## src/rtl/bbm_pkg.sv

```systemverilog
package bbm_pkg;
    localparam int BBM_CLK_HZ = 100_000_000;
    // settle delay figures, in microseconds as printed
    localparam int BBM_TLAG_LONG_US = 1000;
    localparam int BBM_TLAG_SHORT_US = 100;
    localparam int BBM_TLAG_LONG_CYC = BBM_TLAG_LONG_US * (BBM_CLK_HZ / 1_000_000);
    localparam int BBM_TLAG_SHORT_CYC =
        BBM_TLAG_SHORT_US * (BBM_CLK_HZ / 1_000_000);
    // nominal step-down switching frequency in kHz
    localparam int BBM_FSW_KHZ = 450;
    localparam int BBM_FSW_DIV = BBM_CLK_HZ / (BBM_FSW_KHZ * 1000);
    localparam int BBM_CNT_W = 20;
    localparam int BBM_DUTY_W = 8;
    localparam logic [7:0] BBM_DUTY_MIN = 8'h08;
    localparam logic [7:0] BBM_DUTY_STEP = 8'h08;
    localparam logic [7:0] BBM_DUTY_MAX = 8'hff;
    localparam int BBM_SS_PERIODS = 4;
    localparam int BBM_FAULT_W = 3;
    localparam logic [2:0] BBM_FAULT_OPEN = 3'h1;
    localparam logic [2:0] BBM_FAULT_SHORT = 3'h2;
    localparam logic [2:0] BBM_FAULT_GND = 3'h4;

    typedef enum logic [2:0] {
        BBM_MODE_NORMAL,
        BBM_MODE_STOP,
        BBM_MODE_SLEEP,
        BBM_MODE_FAILSAFE,
        BBM_MODE_RESTART
    } bbm_mode_e;
endpackage

```

## src/rtl/bbm_mode_ctrl.sv

```systemverilog
`timescale 1ns/1ps
`default_nettype none
module bbm_mode_ctrl
    import bbm_pkg::*;
#(
    parameter int TLAG_LONG_CYC = BBM_TLAG_LONG_CYC,
    parameter int TLAG_SHORT_CYC = BBM_TLAG_SHORT_CYC,
    parameter int FSW_DIV = BBM_FSW_DIV
) (
    input wire logic clk,
    input wire logic reset,
    input wire logic cmd_valid,
    input wire logic [2:0] cmd_mode,
    input wire logic auto_upshift_enable,
    input wire logic pin_modulation_select,
    input wire logic settle_delay_select,
    input wire logic step_up_enable,
    input wire logic upshift_flag_clear,
    input wire logic step_up_flag_clear,
    input wire logic wake_input_pin,
    input wire logic transceiver_wake,
    input wire logic load_over_threshold,
    input wire logic supply_below_threshold,
    input wire logic supply_above_hysteresis,
    input wire logic step_down_above_reset,
    input wire logic step_down_at_target,
    input wire logic step_up_overcurrent,
    input wire logic [BBM_FAULT_W-1:0] fault_inputs,
    output logic [2:0] chip_mode,
    output logic step_down_on,
    output logic step_down_pwm,
    output logic step_down_clk_tick,
    output logic [BBM_DUTY_W-1:0] step_down_duty,
    output logic step_up_on,
    output logic step_up_pwm,
    output logic [BBM_DUTY_W-1:0] step_up_duty,
    output logic step_up_active_flag,
    output logic auto_upshift_flag,
    output logic [7:0] wake_status_one,
    output logic upshift_event,
    output logic reset_output_pin_low_n,
    output logic [BBM_FAULT_W-1:0] converter_fault_status
);
    bbm_mode_e mode_ff;
    logic [2:0] wk_sync_ff;
    logic wk_level_ff;
    logic [2:0] load_sync_ff;
    logic load_level_ff;
    logic [BBM_CNT_W-1:0] lag_cnt_ff;
    logic armed_ff;
    logic auto_pwm_ff;
    logic flag_ff;
    logic event_ff;
    logic [7:0] div_ff;
    logic tick_ff;
    logic boost_run_ff;
    logic boost_act_ff;
    logic ro_ff;
    logic [BBM_FAULT_W-1:0] fault_ff;
    logic stop_cmd;
    logic in_stop;
    logic pwm_req;
    logic pin_pwm;
    logic wake_evt;
    logic sd_enable;
    logic su_enable;

    function automatic logic [BBM_CNT_W-1:0] lag_count(input logic sel);
        lag_count = sel ? BBM_CNT_W'(TLAG_LONG_CYC - 1)
                        : BBM_CNT_W'(TLAG_SHORT_CYC - 1);
    endfunction

    assign stop_cmd = cmd_valid && (cmd_mode == 3'(BBM_MODE_STOP));
    assign in_stop = (mode_ff == BBM_MODE_STOP);
    // wake pin level taken from the sync after its two-sample agreement filter
    assign pin_pwm = pin_modulation_select && wk_level_ff;
    assign wake_evt = wk_level_ff || transceiver_wake;

    // mode sequencing; fault status takes no part here
    always_ff @(posedge clk) begin
        if (reset) begin
            mode_ff <= BBM_MODE_RESTART;
        end else begin
            case (mode_ff)
                BBM_MODE_SLEEP, BBM_MODE_FAILSAFE: begin
                    if (wake_evt) begin
                        mode_ff <= BBM_MODE_RESTART;
                    end
                end
                BBM_MODE_RESTART: begin
                    if (ro_ff) begin
                        mode_ff <= BBM_MODE_NORMAL;
                    end
                end
                default: begin
                    if (cmd_valid) begin
                        case (cmd_mode)
                            3'(BBM_MODE_NORMAL): mode_ff <= BBM_MODE_NORMAL;
                            3'(BBM_MODE_STOP): mode_ff <= BBM_MODE_STOP;
                            3'(BBM_MODE_SLEEP): mode_ff <= BBM_MODE_SLEEP;
                            3'(BBM_MODE_FAILSAFE): begin
                                mode_ff <= BBM_MODE_FAILSAFE;
                            end
                            default: mode_ff <= mode_ff;
                        endcase
                    end
                end
            endcase
        end
    end

    // three-stage syncs; second and third must agree before a change counts
    always_ff @(posedge clk) begin
        if (reset) begin
            wk_sync_ff <= 3'h0;
            wk_level_ff <= 1'b0;
            load_sync_ff <= 3'h0;
            load_level_ff <= 1'b0;
        end else begin
            wk_sync_ff <= {wk_sync_ff[1:0], wake_input_pin};
            load_sync_ff <= {load_sync_ff[1:0], load_over_threshold};
            if (wk_sync_ff[1] == wk_sync_ff[2]) begin
                wk_level_ff <= wk_sync_ff[2];
            end
            if (load_sync_ff[1] == load_sync_ff[2]) begin
                load_level_ff <= load_sync_ff[2];
            end
        end
    end

    // settle delay restarts on every stop command, so each stop-commanded pwm to pfm
    // hand-over waits it out, including the one after an upshift
    always_ff @(posedge clk) begin
        if (reset || !in_stop) begin
            lag_cnt_ff <= lag_count(settle_delay_select);
            armed_ff <= 1'b0;
        end else if (stop_cmd) begin
            lag_cnt_ff <= lag_count(settle_delay_select);
            armed_ff <= 1'b0;
        end else if (!armed_ff) begin
            if (lag_cnt_ff == '0) begin
                armed_ff <= 1'b1;
            end else begin
                lag_cnt_ff <= lag_cnt_ff - 1'b1;
            end
        end
    end

    // automatic upshift latch
    always_ff @(posedge clk) begin
        if (reset || !in_stop) begin
            auto_pwm_ff <= 1'b0;
            event_ff <= 1'b0;
        end else begin
            event_ff <= 1'b0;
            if (stop_cmd) begin
                auto_pwm_ff <= 1'b0;
            end else if (armed_ff && auto_upshift_enable && load_level_ff
                         && !auto_pwm_ff) begin
                auto_pwm_ff <= 1'b1;
                event_ff <= 1'b1;
            end
        end
    end

    // sticky flag: a new upshift beats a clear in the same cycle
    always_ff @(posedge clk) begin
        if (reset) begin
            flag_ff <= 1'b0;
        end else if (event_ff) begin
            flag_ff <= 1'b1;
        end else if (upshift_flag_clear) begin
            flag_ff <= 1'b0;
        end
    end

    // pfm in stop unless upshift or pin asks pwm; pwm until settle elapsed
    always_comb begin
        pwm_req = 1'b1;
        if (in_stop) begin
            pwm_req = !armed_ff || auto_pwm_ff || pin_pwm;
        end
    end

    assign sd_enable = (mode_ff == BBM_MODE_NORMAL) || in_stop
                       || (mode_ff == BBM_MODE_RESTART);

    // fixed-frequency switching tick
    always_ff @(posedge clk) begin
        if (reset || !sd_enable) begin
            div_ff <= 8'h00;
            tick_ff <= 1'b0;
        end else if (div_ff == 8'(FSW_DIV - 1)) begin
            div_ff <= 8'h00;
            tick_ff <= 1'b1;
        end else begin
            div_ff <= div_ff + 8'h01;
            tick_ff <= 1'b0;
        end
    end

    // step-up: hysteretic on/off, held across stop and normal unchanged
    always_ff @(posedge clk) begin
        if (reset || !step_up_enable || !sd_enable) begin
            boost_run_ff <= 1'b0;
        end else if (supply_below_threshold) begin
            boost_run_ff <= 1'b1;
        end else if (supply_above_hysteresis) begin
            boost_run_ff <= 1'b0;
        end
    end

    always_ff @(posedge clk) begin
        if (reset) begin
            boost_act_ff <= 1'b0;
        end else if (boost_run_ff) begin
            boost_act_ff <= 1'b1;
        end else if (step_up_flag_clear && !supply_below_threshold) begin
            boost_act_ff <= 1'b0;
        end
    end

    // reset output held low until restart sees the output up
    always_ff @(posedge clk) begin
        if (reset || (mode_ff == BBM_MODE_SLEEP)
            || (mode_ff == BBM_MODE_FAILSAFE)) begin
            ro_ff <= 1'b0;
        end else if (step_down_above_reset) begin
            ro_ff <= 1'b1;
        end
    end

    // fault bits are reported only
    always_ff @(posedge clk) begin
        if (reset) begin
            fault_ff <= '0;
        end else begin
            fault_ff <= fault_inputs & (BBM_FAULT_OPEN | BBM_FAULT_SHORT
                                        | BBM_FAULT_GND);
        end
    end

    // gated by mode so the stage drops in the same cycle as the step-down
    assign su_enable = boost_run_ff && sd_enable;

    bbm_softstart #(
        .PERIODS(BBM_SS_PERIODS)
    ) u_sd_ramp (
        .clk(clk),
        .reset(reset),
        .enable(sd_enable),
        .period_tick(tick_ff),
        .target_reached(step_down_at_target),
        .overcurrent(1'b0),
        .duty(step_down_duty),
        .ramp_done()
    );

    bbm_softstart #(
        .PERIODS(BBM_SS_PERIODS)
    ) u_su_loop (
        .clk(clk),
        .reset(reset),
        .enable(su_enable),
        .period_tick(tick_ff),
        .target_reached(1'b0),
        .overcurrent(step_up_overcurrent),
        .duty(step_up_duty),
        .ramp_done()
    );

    assign chip_mode = 3'(mode_ff);
    assign step_down_on = sd_enable;
    assign step_down_pwm = sd_enable && pwm_req;
    assign step_down_clk_tick = tick_ff;
    assign step_up_on = su_enable;
    assign step_up_pwm = su_enable;
    assign step_up_active_flag = boost_act_ff;
    assign auto_upshift_flag = flag_ff;
    assign wake_status_one = {7'h00, flag_ff};
    assign upshift_event = event_ff;
    assign reset_output_pin_low_n = ro_ff;
    assign converter_fault_status = fault_ff;
endmodule
`default_nettype wire

```

## src/rtl/bbm_softstart.sv

```systemverilog
`timescale 1ns/1ps
`default_nettype none
// soft-start ramp and peak-current duty limiter for one converter stage
module bbm_softstart
    import bbm_pkg::*;
#(
    parameter int PERIODS = BBM_SS_PERIODS
) (
    input wire logic clk,
    input wire logic reset,
    input wire logic enable,
    input wire logic period_tick,
    input wire logic target_reached,
    input wire logic overcurrent,
    output logic [BBM_DUTY_W-1:0] duty,
    output logic ramp_done
);
    logic [BBM_DUTY_W-1:0] duty_ff;
    logic [7:0] hold_ff;
    logic done_ff;

    always_ff @(posedge clk) begin
        if (reset || !enable) begin
            duty_ff <= BBM_DUTY_MIN;
            hold_ff <= 8'h00;
            done_ff <= 1'b0;
        end else if (period_tick) begin
            if (overcurrent) begin
                // no ramp step while the peak limit trips, else it would
                // climb straight back into the overcurrent
                if (duty_ff >= BBM_DUTY_MIN + BBM_DUTY_STEP) begin
                    duty_ff <= duty_ff - BBM_DUTY_STEP;
                end
            end else if (!done_ff) begin
                if (target_reached) begin
                    done_ff <= 1'b1;
                end else if (hold_ff == 8'(PERIODS - 1)) begin
                    hold_ff <= 8'h00;
                    if (duty_ff <= BBM_DUTY_MAX - BBM_DUTY_STEP) begin
                        duty_ff <= duty_ff + BBM_DUTY_STEP;
                    end
                end else begin
                    hold_ff <= hold_ff + 8'h01;
                end
            end
        end
    end

    assign duty = duty_ff;
    assign ramp_done = done_ff;
endmodule
`default_nettype wire

```

## config.mk

```make
export PLATFORM = sky130hd
export DESIGN_NAME = bbm_mode_ctrl
export DESIGN_NICKNAME = d
export VERILOG_FILES = /design/src/rtl/bbm_pkg.sv /design/src/rtl/bbm_mode_ctrl.sv /design/src/rtl/bbm_softstart.sv
export SDC_FILE = /design/constraint.sdc
export NUM_CORES = 1
export LEC_CHECK = 0
export ABC_CLOCK_PERIOD_IN_PS = 1900
export BUFFER_PORTS_ARGS = -buffer_cell sky130_fd_sc_hd__buf_2
export CORE_MARGIN = 5
export CORE_UTILIZATION = 38
export DETAILED_ROUTE_END_ITERATION = 12
export PLACE_DENSITY = 0.59
export SKIP_CTS_REPAIR_TIMING = 1
export SLEW_MARGIN = 25
export SYNTH_ARGS = -nofsm -noshare
export SYNTH_HDL_FRONTEND = slang
export SYNTH_SLANG_ARGS = --single-unit
export TNS_END_PERCENT = 30
```

## constraint.sdc

```tcl
create_clock -name clk -period 1.9 [get_ports clk]
set_input_delay 0.38 -clock clk [delete_from_list [all_inputs] [get_ports clk]]
set_output_delay 0.38 -clock clk [all_outputs]
set_load 0.02 [all_outputs]
```

# [After elaboration in Yosys (flattened, before gate mapping)]
# Index checks and enable logic that the tools add are counted.
[totals] elab_cells=132 out_inout_bits=39 in_bits=23 reg_bits=84
[classes] add_sub_neg=7 n_lt_le_gt_ge=3 eq_ne=18 reduce_logical=47 bitwise_logic=4 n_mux=31
[ops] cell="$mux 20" count=4
[ops] cell="$mux 8" count=7
[ops] cell="$add 8x1->8 const B" count=3
[ops] cell="$logic_not 20->1" count=1
[ops] cell="$sub 20x1->20 const B" count=1
[ops] cell="$mux 17" count=1
[ops] cell="$add 8x4->8 const B" count=2
[ops] cell="$eq 8x2->1 const B" count=2
[ops] cell="$le 8x8->1 const B" count=2
[ops] cell="$mux 1" count=14
[ops] cell="$eq 3x2->1 const B" count=4
[ops] cell="$logic_or 1x1->1" count=12
[ops] cell="$pmux 3 s4" count=1
[ops] cell="$reduce_and 5->1" count=2
[ops] cell="$reduce_bool 2->1" count=5
[ops] cell="$mux 3" count=3
[ops] cell="$eq 8x8->1 const B" count=1
[ops] cell="$ge 8x5->1 const B" count=1
[ops] cell="$logic_and 1x1->1" count=8
[ops] cell="$sub 8x4->8 const B" count=1
[ops] cell="$logic_not 1->1" count=7
[ops] cell="$eq 3x1->1 const B" count=2
[ops] cell="$logic_not 3->1" count=2
[ops] cell="$ne 2x2->1 const B" count=3
[ops] cell="13 further kinds" count=21

# [Depth between registers and ports, before layout]
# Gate-level depths: netlist (run 1).
[depth] word_depth=6 depth_mapped=7 ltp_nobuf=7

# [Cells and area by module]
# A second synthesis (run 1) with hierarchy kept.
[hier_totals] cells_unflattened=405 area_unflattened_um2=3970.1
[by_module_without_submodules] module="bbm_mode_ctrl" seq_area_each_um2=1201.2 area_per_inst_um2=2316.0 n_inst=1 cells_each=233
[by_module_without_submodules] module="bbm_softstart (u_su_loop)" seq_area_each_um2=280.3 area_per_inst_um2=832.0 n_inst=1 cells_each=90
[by_module_without_submodules] module="bbm_softstart (u_sd_ramp)" seq_area_each_um2=280.3 area_per_inst_um2=822.0 n_inst=1 cells_each=82

# [Least setup slack after synthesis (run 1)]
# OpenSTA, ideal clock, no wires.
[synth_path] kind="reg-to-reg" from="register lag_cnt_ff[0]" to="register lag_cnt_ff[16], data pin" stages_incl_launch_ff=8 path_buffers=0 period_less_slack_ns=1.930 arrival_ns=1.666 required_time_ns=1.636 slack_ns=-0.030 setup_time_ns=0.264 path_cell_list="edfxtp_1 -> inv_1 -> ha_1 -> nor3b_1 -> nor3b_4 -> nand3b_1 -> xor2_1 -> a21oi_2"
[synth_between] elab_chain_len=5
[synth_rtl] element="start: declaration" line="bbm_mode_ctrl.sv:49" text="logic [BBM_CNT_W-1:0] lag_cnt_ff;"
[synth_rtl] element="start signal: assignment" line="bbm_mode_ctrl.sv:135" text="lag_cnt_ff <= lag_count(settle_delay_select);"
[synth_rtl] element="start signal: assignment" line="bbm_mode_ctrl.sv:138" text="lag_cnt_ff <= lag_count(settle_delay_select);"
[synth_rtl] element="start signal: assignment" line="bbm_mode_ctrl.sv:144" text="lag_cnt_ff <= lag_cnt_ff - 1'b1;"
[synth_rtl] element="$sub 20x1->20" line="bbm_mode_ctrl.sv:144"
[synth_rtl] element="$mux 20" line="bbm_mode_ctrl.sv:141" text="if (lag_cnt_ff == '0) begin"
[synth_rtl] element="$mux 20" line="bbm_mode_ctrl.sv:140" text="end else if (!armed_ff) begin"
[synth_rtl] element="$mux 20" line="bbm_mode_ctrl.sv:137" text="end else if (stop_cmd) begin"
[synth_rtl] element="$mux 20" line="bbm_mode_ctrl.sv:134" text="if (reset || !in_stop) begin"
# Every way passes these cells. The select of a mux whose other input is x is not followed.
# A chain may end at the register's enable or synchronous reset.

# [Worst setup path in the final report (run 1)]
[layout_path] from="register lag_cnt_ff[1]" to="register lag_cnt_ff[13], data pin"
# Same word-level chain as after synthesis.

==> summary.txt, run 1 <==
Clock network
  • Clock Root Buffer: sky130_fd_sc_hd__clkbuf_8
  • H-tree levels: 3
  • CTS tree: done
  • Cts bufs inserted: 9
  • Clock sink total: 77
  • Reg clk slew, reported paths: 0.08 ns
  • Worst-case clock buffer depth: 2
  • Worst-skew pair later-pin latency: 0.34 ns

Floorplan
  • Core area: 9330 µm²
  • Count of standard-cell rows: 35
  • Die outline height: 108 µm
  • I/O pin count: 62
  • Initial Util: 39.3%
  • Die area: 11700 µm²
  • Die extent in x: 108 µm

STA
  • Final worst path period share: 98.2%
  • Final number of setup-violating endpoints: 0
  • Final max-slew violation count: 0
  • RSZ-0062 raised after global routing: yes
  • Fmax: 536 MHz
  • Maximum clock skew at final layout: 0.00911 ns
  • Final hold violations: 0
  • Minimum setup slack in the final design: 0.0351 ns
  • TNS Setup: 0 ns
  • Final Critical Period: 1.86 ns

Run status
  • Result of the run: complete, no violations

Logic synthesis
  • Most common flop cell mapped by yosys: sky130_fd_sc_hd__dfxtp_1
  • Netlist Area Pre-Place: 3670 µm²
  • Number of enable-type register cells in the synthesized netlist: 20
  • Share of flip-flops with an asynchronous set or reset after synthesis: 0%
  • Register area share after synthesis: 47.5%
  • Synth unique cells: 51
  • Post-synthesis register bit count: 77
  • Cells after synthesis: 382
  • Number of warning messages in the yosys log: 0
  • Post-Syn Area per Cell: 9.60 µm²

Drt
  • Antenna Violating Nets Remaining: 0
  • Drt drc: 0
  • Post-detailed-routing wire length: 7.28 mm
  • Number of DRC markers in iteration 0: 64
  • Per-cell routed wire length: 12.3 µm
  • Per-cell via count in the routed design: 4.79
  • Initial DRT Pass Iterations: 4
  • Via count: 2829

Placed design
  • Count of input and output buffers: 48
  • Placer's final routability congestion estimate: 0.776
  • Half-perimeter wire length after detailed placement: 5.58 mm
  • Place WS: -0.0123 ns

Critical path
  • Arr. time, crit path: 1.97 ns
  • Number of buffer and inverter stages on the critical path: 0
  • Largest stage delay, worst path: 0.60 ns
  • CP Depth: 5
  • Category of cells accounting for the largest share of critical-path delay: simple AND/OR/NAND/NOR gates
  • Critical path endpoint category: register
  • Register-to-Register Setup Slack: 0.04 ns
  • Setup crit start kind: register
  • Worst Path Max Fanout: 6
  • Worst setup path category: register to register
  • Crit-path cells: or4_4 -> nor3_4 -> nand3b_1 -> xor2_1 -> a21oi_2
  • CP max stage cell: sky130_fd_sc_hd__or4_4
  • Depth of the worst register-to-register path: 5
  • Required time of the critical path: 2.00 ns

GRT
  • Total gr overflow: 0
  • Largest net degree at the start of global routing: 18
  • Global router's overall resource usage: 13.1%
  • Antenna violations before repair: 0
  • Via count of the first global-routing pass: 2719
  • First-pass GRT wire length: 12.2 mm

Hold path
  • Worst min path class: input port to register
  • Worst Hold Path Cells: 2

Cells and area
  • Fraction of layout instances using a drive strength above 1: 23.8%
  • Number of antenna repair diodes: 0
  • Commonest cells after routing, fill and taps aside: 56 x sky130_fd_sc_hd__dfxtp_1, 55 x sky130_fd_sc_hd__nor2_1, 48 x sky130_fd_sc_hd__buf_2, 27 x sky130_fd_sc_hd__nand2_1, 26 x sky130_fd_sc_hd__buf_4
  • Leading cell type in the layout, fill and taps excluded: sky130_fd_sc_hd__dfxtp_1
  • Layout net count: 492
  • Layout overhead on the synthesized area: 19.8%

Power and ir drop
  • VDD IR max: 0.370 mV
  • LEAKAGE: 1.80 nW
  • P per Cell Area: 682 nW/µm²

Run
  • Count of max-cap constraint violations: 0
[final timing paths]
kind,start,end
worst max-delay path,lag_cnt_ff[1],lag_cnt_ff[13]
worst min-delay path,fault_inputs[2],converter_fault_status[2]
worst max register to register,lag_cnt_ff[1],lag_cnt_ff[13]
worst min register to register,auto_pwm_ff,upshift_event
[layer usage]
metal / vias to the layer above / wire (µm) / track usage [%]
met3: 6 / 314 / 4.30
met4: 0 / 63 / 4.24
li1: 1446 / - / -
met2: 45 / 3540 / 21.8
met5: - / 0 / 0
met1: 1332 / 3360 / 15.9
[worst reg2reg max path, delay by kind of cell (launching register included)]
| kind | cells | cell delay (ns) |
|---|---|---|
| simple gates | 3 | 0.94 |
| flops | 1 | 0.41 |
| xor+xnor | 1 | 0.20 |
| compound gates | 1 | 0.08 |
[cells by family after synthesis]
family / count (synthesis) / share of synthesized area, %
AO/OA/AOI/OAI: 47 / 8.05
XOR/XNOR: 39 / 9.32
adder cells (fa/ha/maj): 11 / 3.96
buffers and inverters: 33 / 5.02
flip-flops: 77 / 47.5
multiplexers: 4 / 1.09
other: 1 / 0.102
AND/OR/NAND/NOR: 170 / 24.9
[cell usage after synthesis, types with 2 or more instances]
master | instances | area share (%)
sky130_fd_sc_hd__dfxtp_1 | 57 | 31
sky130_fd_sc_hd__nor2_1 | 55 | 5.6
sky130_fd_sc_hd__nand2_1 | 27 | 2.8
sky130_fd_sc_hd__xor2_1 | 23 | 5.5
sky130_fd_sc_hd__edfxtp_1 | 20 | 16
sky130_fd_sc_hd__nand3_1 | 20 | 2.7
sky130_fd_sc_hd__a21oi_1 | 18 | 2.5
sky130_fd_sc_hd__xnor2_1 | 16 | 3.8
sky130_fd_sc_hd__buf_4 | 15 | 3.1
sky130_fd_sc_hd__nor2b_1 | 14 | 2.4
sky130_fd_sc_hd__inv_1 | 11 | 1.1
sky130_fd_sc_hd__ha_1 | 10 | 3.4
sky130_fd_sc_hd__o21ai_0 | 9 | 1.2
sky130_fd_sc_hd__and3_1 | 7 | 1.2
sky130_fd_sc_hd__nor3_1 | 6 | 0.82
sky130_fd_sc_hd__and2_1 | 5 | 0.85
sky130_fd_sc_hd__nand2b_1 | 5 | 0.85
sky130_fd_sc_hd__clkbuf_1 | 4 | 0.41
sky130_fd_sc_hd__mux2i_1 | 4 | 1.1
sky130_fd_sc_hd__nand4_1 | 4 | 0.68
sky130_fd_sc_hd__o31ai_1 | 4 | 0.82
sky130_fd_sc_hd__buf_2 | 3 | 0.41
sky130_fd_sc_hd__nand3b_1 | 3 | 0.61
sky130_fd_sc_hd__nor3b_1 | 3 | 0.61
sky130_fd_sc_hd__nor4_1 | 3 | 0.51
sky130_fd_sc_hd__o211ai_1 | 3 | 0.61
sky130_fd_sc_hd__o21a_1 | 3 | 0.61
sky130_fd_sc_hd__a211oi_1 | 2 | 0.41
sky130_fd_sc_hd__a21oi_2 | 2 | 0.48
sky130_fd_sc_hd__nor4b_1 | 2 | 0.48
sky130_fd_sc_hd__nor4b_2 | 2 | 0.82
sky130_fd_sc_hd__or3_1 | 2 | 0.34
sky130_fd_sc_hd__or3_4 | 2 | 0.61
[power by group]
group	internal [mW]	total, mW	switching (mW)
sequential	1.70	1.72	0.0193
clock	0.467	1.06	0.589
combinational	0.0850	0.218	0.133
total	2.25	3.00	0.741
[per-stage QoR]
step           hold slack [ns]  instance area (µm²)  cells  utilization (%)  total power, mW
6_report                 0.240                 4390    591             47.1             3.00
5_1_grt                  0.222                 4390    591             47.1             3.17
4_1_cts                  0.213                 4350    591             46.7             3.06
3_5_place_dp             0.428                 4190    576             44.9             1.98
3_3_place_gp             0.411                 4190    576             44.9             1.97
2_1_floorplan            0.400                 3710    394                -             1.92
[registers in the layout, indices dropped and copies added, names as in the netlist, 3 cells and up]
| register | flops |
|---|---|
| u_sd_ramp.duty | 5 |
| wk_sync_ff | 3 |
| lag_cnt_ff | 20 |
| load_sync_ff | 3 |
| div_ff | 8 |
| u_su_loop.duty | 5 |
| u_su_loop.hold_ff | 8 |
| u_sd_ramp.hold_ff | 8 |
| chip_mode | 3 |
| converter_fault_status | 3 |
[cell type report]
class | count | area, µm²
clock buffer | 9 | 124
clock inverter | 6 | 38.8
fill | 917 | 4940
inverter | 11 | 41.3
multi-input combinational | 284 | 1830
sequential | 77 | 1740
tap | 129 | 161
timing repair buffer | 75 | 455
No activity file was read; power rests on OpenSTA's default activity.
==> run 2, diff against run 1 <==
--- a/config.mk
+++ b/config.mk
@@ -5,12 +5,13 @@
 export SDC_FILE = /design/constraint.sdc
 export NUM_CORES = 1
 export LEC_CHECK = 0
+export ABC_AREA = 1
 export ABC_CLOCK_PERIOD_IN_PS = 1900
 export BUFFER_PORTS_ARGS = -buffer_cell sky130_fd_sc_hd__buf_2
 export CORE_MARGIN = 5
 export CORE_UTILIZATION = 38
 export DETAILED_ROUTE_END_ITERATION = 12
-export PLACE_DENSITY = 0.59
+export PLACE_DENSITY = 0.58
 export SKIP_CTS_REPAIR_TIMING = 1
 export SLEW_MARGIN = 25
 export SYNTH_ARGS = -nofsm -noshare
==> run 2 against run 1 <==
  * Combinational power grew 12%
  * Register-to-register slack improved by 0.16 ns
  * Core utilization down 1.7 points
  * Sequential power hardly changed
  * Largest cell class unchanged
  * Largest power group unchanged
==> summary.txt, run 2 <==
Run status
  • Result of the run: complete, no violations (unchanged)

Power and ir drop
  • P per Cell Area: 768 nW/µm² (was 682 nW/µm²)
  • LEAKAGE: 2.00 nW (was 1.80 nW)
  • Power consumption: 3.62 mW (was 3.00 mW)
  • VDD IR max: 0.413 mV (was 0.370 mV)

Critical path
  • Largest stage delay, worst path: 0.51 ns (was 0.60 ns)
  • Register-to-Register Setup Slack: 0.20 ns (was 0.04 ns)
  • Reg-to-Reg Start: lag_cnt_ff[6] (was lag_cnt_ff[1])
  • CP max stage cell: sky130_fd_sc_hd__dfxtp_1 (was sky130_fd_sc_hd__or4_4)
  • Depth of the worst register-to-register path: 8 (was 5)
  • Worst setup path category: register to primary output (was register to register)
  • Worst reg2reg path endpoint: lag_cnt_ff[11] (was lag_cnt_ff[13])
  • Arr. time, crit path: 1.33 ns (was 1.97 ns)
  • Critical path endpoint category: primary output (was register)
  • Crit-path cells: nand3_1 -> o21a_1 -> buf_2 (was or4_4 -> nor3_4 -> nand3b_1 -> xor2_1 -> a21oi_2)
  • Setup crit start kind: register (unchanged)
  • Worst Path Max Fanout: 7 (was 6)
  • Required time of the critical path: 1.52 ns (was 2.00 ns)

Logic synthesis
  • Share of the synthesized area in the top cell type: 28.1% (was 31.1%)
  • Most frequently used cell type in the post-synthesis netlist: sky130_fd_sc_hd__nand2_1 (was sky130_fd_sc_hd__dfxtp_1)
  • Area share of xor/xnor cells in the synthesized design: 3.02% (was 9.32%)
  • Dominant cells by area after synthesis: sky130_fd_sc_hd__dfxtp_1 28%, sky130_fd_sc_hd__edfxtp_1 15%, sky130_fd_sc_hd__nand2_1 11%, sky130_fd_sc_hd__nor2_1 8.4%, sky130_fd_sc_hd__inv_1 5.5% (was sky130_fd_sc_hd__dfxtp_1 31%, sky130_fd_sc_hd__edfxtp_1 16%, sky130_fd_sc_hd__nor2_1 5.6%, sky130_fd_sc_hd__xor2_1 5.5%, sky130_fd_sc_hd__xnor2_1 3.8%)
  • Synth unique cells: 39 (was 51)
  • Post-synthesis mux area share: 0% (was 1.09%)
  • Cells after synthesis: 548 (was 382)
  • Register area share after synthesis: 42.9% (was 47.5%)
  • Share of flip-flops with an asynchronous set or reset after synthesis: 0% (unchanged)
  • Number of warning messages in the yosys log: 0 (unchanged)
  • Basic-gate share of the synthesized area counting and, or, nand and nor cells: 32.7% (was 24.9%)
  • Area fraction in compound gates after synthesis: 7.71% (was 8.05%)
  • Post-synthesis cell type with the largest combined area: sky130_fd_sc_hd__dfxtp_1 (unchanged)
  • Netlist Area Pre-Place: 4060 µm² (was 3670 µm²)
  • Most common flop cell mapped by yosys: sky130_fd_sc_hd__dfxtp_1 (unchanged)
  • Post-synthesis register bit count: 77 (unchanged)
  • Post-Syn Area per Cell: 7.40 µm² (was 9.60 µm²)
  • Synth top cells by count: 116 x sky130_fd_sc_hd__nand2_1, 91 x sky130_fd_sc_hd__nor2_1, 59 x sky130_fd_sc_hd__inv_1 (was 57 x sky130_fd_sc_hd__dfxtp_1, 55 x sky130_fd_sc_hd__nor2_1, 27 x sky130_fd_sc_hd__nand2_1)
  • Largest family of logic cells by synthesized area: simple AND/OR/NAND/NOR gates (unchanged)
  • Area share of fa/ha/maj cells after synthesis: 3.58% (was 3.96%)
  • Number of enable-type register cells in the synthesized netlist: 20 (unchanged)

GRT
  • Via count of the first global-routing pass: 3263 (was 2719)
  • Total gr overflow: 0 (unchanged)
  • Global router's overall resource usage: 13.2% (was 13.1%)
  • Antenna violations before repair: 0 (unchanged)
  • First-pass GRT wire length: 14.2 mm (was 12.2 mm)
  • Largest net degree at the start of global routing: 21 (was 18)

Floorplan
  • Die area: 12800 µm² (was 11700 µm²)
  • Core area: 10400 µm² (was 9330 µm²)
  • Initial Util: 39.1% (was 39.3%)
  • Die outline height: 113 µm (was 108 µm)
  • Count of standard-cell rows: 37 (was 35)
  • Die extent in x: 113 µm (was 108 µm)
  • I/O pin count: 62 (unchanged)

Drt
  • Number of DRC markers in iteration 0: 139 (was 64)
  • Met2 layer wire length in the routed design: 3.60 mm (was 3.54 mm)
  • Drt drc: 0 (unchanged)
  • Post-detailed-routing wire length: 8.13 mm (was 7.28 mm)
  • Initial DRT Pass Iterations: 4 (unchanged)
  • Per-cell via count in the routed design: 4.67 (was 4.79)
  • Metal3 WL: 323 µm (was 314 µm)
  • Highest metal layer with signal wires: met4 (unchanged)
  • Routed met1 length: 4.05 mm (was 3.36 mm)
  • Per-cell routed wire length: 10.9 µm (was 12.3 µm)
  • Antenna Violating Nets Remaining: 0 (unchanged)
  • Via count: 3501 (was 2829)

Hold path
  • Worst min path class: input port to register (unchanged)
  • Worst Min Path Start: load_over_threshold (was fault_inputs[2])
  • End point of the most critical hold path: load_sync_ff[0] (was converter_fault_status[2])
  • Worst Hold Path Cells: 3 (was 2)

STA
  • Final hold violations: 0 (unchanged)
  • Final hold slack: 0.224 ns (was 0.240 ns)
  • Minimum setup slack in the final design: 0.195 ns (was 0.0351 ns)
  • TNS Setup: 0 ns (unchanged)
  • Final max-slew violation count: 0 (unchanged)
  • Final Critical Period: 1.71 ns (was 1.86 ns)
  • Maximum clock skew at final layout: 0.0106 ns (was 0.00911 ns)
  • Final number of setup-violating endpoints: 0 (unchanged)
  • RSZ-0062 raised after global routing: no (was yes)
  • Final worst path period share: 89.7% (was 98.2%)
  • Fmax: 586 MHz (was 536 MHz)

Clock network
  • Clock sink total: 77 (unchanged)
  • Cts bufs inserted: 9 (unchanged)
  • Clock Root Buffer: sky130_fd_sc_hd__clkbuf_8 (unchanged)
  • Worst-case clock buffer depth: 2 (unchanged)
  • H-tree levels: 3 (unchanged)
  • Reg clk slew, reported paths: 0.08 ns (about the same)
  • CTS tree: done (unchanged)
  • Worst-skew pair later-pin latency: 0.35 ns (was 0.34 ns)

Placed design
  • Placer's final routability congestion estimate: 0.880 (was 0.776)
  • Place WS: 0.170 ns (was -0.0123 ns)
  • Count of input and output buffers: 48 (unchanged)
  • Total placed cells including tap cells: 733 (was 576)
  • Half-perimeter wire length after detailed placement: 6.21 mm (was 5.58 mm)
  • Post-DP Area: 4440 µm² (was 4190 µm²)

Cells and area
  • Core utilization of the finished layout: 45.4% (was 47.1%)
  • Fraction of layout instances using a drive strength above 1: 16.8% (was 23.8%)
  • Layout overhead on the synthesized area: 16.0% (was 19.8%)
  • Number of antenna repair diodes: 0 (unchanged)
  • Post-layout instance count excluding filler cells: 749 (was 591)
  • Final instance area: 4710 µm² (was 4390 µm²)
  • Number of flip-flops under the largest register name: 20 (unchanged)
  • Commonest cells after routing, fill and taps aside: 116 x sky130_fd_sc_hd__nand2_1, 91 x sky130_fd_sc_hd__nor2_1, 59 x sky130_fd_sc_hd__inv_1, 57 x sky130_fd_sc_hd__dfxtp_1, 48 x sky130_fd_sc_hd__buf_2 (was 56 x sky130_fd_sc_hd__dfxtp_1, 55 x sky130_fd_sc_hd__nor2_1, 48 x sky130_fd_sc_hd__buf_2, 27 x sky130_fd_sc_hd__nand2_1, 26 x sky130_fd_sc_hd__buf_4)
  • Leading cell type in the layout, fill and taps excluded: sky130_fd_sc_hd__nand2_1 (was sky130_fd_sc_hd__dfxtp_1)
  • Layout net count: 642 (was 492)
  • Most flops, register: lag_cnt_ff (unchanged)

Run
  • Count of max-cap constraint violations: 0 (unchanged)
[run 2: final cells by class]
cell class	instances	area, µm²
Inverter	73	274
Sequential cell	77	1740
Fill cell	1036	5660
Tap cell	136	170
Timing Repair Buffer	55	293
Clock inverter	7	146
Clock buffer	9	124
Multi-Input combinational cell	392	1960
[run 2: layer usage]
metal | GRT usage, % | vias to the layer above
li1 | - | 1859
met2 | 21.3 | 66
met1 | 16.9 | 1567
met3 | 2.41 | 9
met4 | 6.49 | 0
met5 | 0 | -
[run 2: how the worst max path moves through the flow]
stage	from	endpoint	slack, ns	depth (start not counted)
2_1_floorplan	chip_mode[1]	lag_cnt_ff[0]	0.29	6
3_3_place_gp	cmd_mode[2]	lag_cnt_ff[8]	0.21	8
3_5_place_dp	cmd_mode[2]	lag_cnt_ff[12]	0.17	8
4_1_cts	chip_mode[1]	step_down_pwm	0.17	4
5_1_grt	lag_cnt_ff[2]	lag_cnt_ff[11]	0.03	8
6_report	chip_mode[0]	step_down_pwm	0.19	3
[run 2: cells by family after synthesis]
family          Yosys count
compound gates           57
xor+xnor                 14
fa+ha+maj                11
buf+inv                  91
flops                    77
other cells               1
simple gates            297
[run 2: power by group]
group	internal (mW)	total [mW]	switching (mW)	leakage (nW)
logic	0.0824	0.244	0.161	1.19
registers	1.71	1.73	0.0280	0.673
clock network	1.01	1.64	0.625	0.134
[run 2: worst max-delay path: cells and delay by family (launching register included)]
| kind | cells | cell delay [ns] |
|---|---|---|
| DFF | 1 | 0.51 |
| AOI/OAI and AO/OA | 1 | 0.19 |
| buffers and inverters | 1 | 0.16 |
| and+or+nand+nor | 1 | 0.12 |
==> run 3, diff against run 2 <==
--- a/config.mk
+++ b/config.mk
@@ -9,9 +9,9 @@
 export ABC_CLOCK_PERIOD_IN_PS = 1900
 export BUFFER_PORTS_ARGS = -buffer_cell sky130_fd_sc_hd__buf_2
 export CORE_MARGIN = 5
-export CORE_UTILIZATION = 38
+export CORE_UTILIZATION = 27
 export DETAILED_ROUTE_END_ITERATION = 12
-export PLACE_DENSITY = 0.58
+export PLACE_DENSITY = 0.44
 export SKIP_CTS_REPAIR_TIMING = 1
 export SLEW_MARGIN = 25
 export SYNTH_ARGS = -nofsm -noshare
==> run 3 against run 2 <==
  * Register-to-register slack about the same
  * Global-route usage is 2.4 points lower
  * Sequential power barely moved
  * Critical endpoint is now step_up_pwm
  * Clock skew down 0.0046 ns
  * Clock power rose by 16%
  * Non-clock buffer count is 2 lower
  * Flip-flop and latch count is the same
  * Final cell count increased by 6.1%
  * First-iteration DRC count is 44% lower
  * Power increased by 7.7%
  * Critical path depth increased by 1
  * Die area grew 37%
==> summary.txt, run 3 (synthesis gave the netlist of run 2 again) <==
Clock network
  • Worst-skew pair later-pin latency: 0.33 ns (was 0.35 ns)
  • CTS tree: done (unchanged)
  • Clock Root Buffer: sky130_fd_sc_hd__clkbuf_16 (was sky130_fd_sc_hd__clkbuf_8)
  • H-tree levels: 3 (unchanged)
  • Cts bufs inserted: 9 (unchanged)
  • Clock sink total: 77 (unchanged)
  • Worst-case clock buffer depth: 2 (unchanged)
  • Reg clk slew, reported paths: 0.06 ns (was 0.08 ns)

Floorplan
  • Die outline height: 133 µm (was 113 µm)
  • Initial Util: 27.7% (was 39.1%)
  • Core area: 14600 µm² (was 10400 µm²)
  • Count of standard-cell rows: 44 (was 37)
  • Die area: 17600 µm² (was 12800 µm²)
  • I/O pin count: 62 (unchanged)
  • Die extent in x: 133 µm (was 113 µm)

STA
  • Fmax: 575 MHz (was 586 MHz)
  • Final hold slack: 0.241 ns (was 0.224 ns)
  • Maximum clock skew at final layout: 0.00596 ns (was 0.0106 ns)
  • Final number of setup-violating endpoints: 0 (unchanged)
  • Final hold violations: 0 (unchanged)
  • TNS Setup: 0 ns (unchanged)
  • Final Critical Period: 1.74 ns (was 1.71 ns)
  • RSZ-0062 raised after global routing: no (unchanged)
  • Final max-slew violation count: 0 (unchanged)
  • Final worst path period share: 91.6% (was 89.7%)

Drt
  • Initial DRT Pass Iterations: 4 (unchanged)
  • Per-cell routed wire length: 11.6 µm (was 10.9 µm)
  • Number of DRC markers in iteration 0: 78 (was 139)
  • Post-detailed-routing wire length: 9.22 mm (was 8.13 mm)
  • Antenna Violating Nets Remaining: 0 (unchanged)
  • Via count: 3533 (was 3501)
  • Drt drc: 0 (unchanged)
  • Per-cell via count in the routed design: 4.44 (was 4.67)

Placed design
  • Placer's final routability congestion estimate: 0.843 (was 0.880)
  • Count of input and output buffers: 48 (unchanged)
  • Total placed cells including tap cells: 779 (was 733)
  • Half-perimeter wire length after detailed placement: 7.04 mm (was 6.21 mm)

GRT
  • Largest net degree at the start of global routing: 21 (unchanged)
  • First-pass GRT wire length: 15.5 mm (was 14.2 mm)
  • Global router's overall resource usage: 10.8% (was 13.2%)
  • Antenna violations before repair: 0 (unchanged)
  • Via count of the first global-routing pass: 3236 (was 3263)
  • Total gr overflow: 0 (unchanged)

Cells and area
  • Number of flip-flops under the largest register name: 20 (unchanged)
  • Fraction of layout instances using a drive strength above 1: 16.4% (was 16.8%)
  • Number of antenna repair diodes: 0 (unchanged)
  • Post-layout instance count excluding filler cells: 795 (was 749)
  • Layout net count: 640 (was 642)
  • Layout overhead on the synthesized area: 18.7% (was 16.0%)
  • Count of fill cells added during filler insertion: 1591 (was 1036)
  • Commonest cells after routing, fill and taps aside: 116 x sky130_fd_sc_hd__nand2_1, 91 x sky130_fd_sc_hd__nor2_1, 59 x sky130_fd_sc_hd__inv_1, 57 x sky130_fd_sc_hd__dfxtp_1, 48 x sky130_fd_sc_hd__buf_2 (unchanged)
  • Core utilization of the finished layout: 32.9% (was 45.4%)
  • Leading cell type in the layout, fill and taps excluded: sky130_fd_sc_hd__nand2_1 (unchanged)
  • Most flops, register: lag_cnt_ff (unchanged)

Hold path
  • Worst min path class: input port to register (unchanged)

Critical path
  • Arr. time, crit path: 1.36 ns (was 1.33 ns)
  • Setup crit start kind: register (unchanged)
  • Critical path endpoint category: primary output (unchanged)
  • Required time of the critical path: 1.52 ns (about the same)
  • Worst Path Max Fanout: 7 (unchanged)
  • Worst setup path category: register to primary output (unchanged)

Power and ir drop
  • LEAKAGE: 2.01 nW (was 2.00 nW)
  • Power consumption: 3.89 mW (was 3.62 mW)
  • P per Cell Area: 808 nW/µm² (was 768 nW/µm²)
  • VDD IR max: 0.385 mV (was 0.413 mV)

Run status
  • Result of the run: complete, no violations (unchanged)

Run
  • Count of max-cap constraint violations: 0 (unchanged)
==> run 3: routing by layer <==
layer,track usage (%),vias up,routed length (µm),share of wire (%)
met2,17.1,68,4170,45
li1,-,1851,-,-
met3,2.58,11,400,4.3
met4,4.91,0,163,1.8
met1,13.9,1603,4490,49
met5,0,-,0,0
==> run 3: worst paths after layout <==
path	to	depth (start not counted)	from	slack, ns
min	load_sync_ff[0]	3	load_over_threshold	0.24
max	step_up_pwm	4	chip_mode[0]	0.16
min reg2reg	wk_sync_ff[1]	2	wk_sync_ff[0]	0.40
max reg2reg	lag_cnt_ff[11]	8	lag_cnt_ff[6]	0.20
==> run 3: cell type report <==
class,count,area (µm²),area share [%]
sequential,77,1740,36.2
inverter,73,274,5.69
multi-input combinational,392,1960,40.6
tap,184,230,4.78
timing repair buffer,53,278,5.77
clock inverter,5,81.3,1.69
clock buffer,11,254,5.27
==> run 3: metrics by stage <==
stage	cell area [µm²]	setup slack [ns]
2_1_floorplan	4100	0.287
3_3_place_gp	4480	0.212
3_5_place_dp	4480	0.170
4_1_cts	4820	0.141
5_1_grt	4820	0.0343
6_report	4820	0.160
==> run 3: where the power goes <==
group | total, mW | switching (mW) | internal [mW]
clock | 1.91 | 0.680 | 1.23
combinational | 0.248 | 0.167 | 0.0808
sequential | 1.74 | 0.0287 | 1.71
total | 3.89 | 0.875 | 3.02
==> run 3: worst max-delay path, stage by stage (launching register included) <==
cell and delay (ns):
sky130_fd_sc_hd__dfxtp_1 0.38, sky130_fd_sc_hd__a21oi_4 0.26, sky130_fd_sc_hd__nand2_1 0.13, sky130_fd_sc_hd__inv_1 0.09, sky130_fd_sc_hd__buf_2 0.16
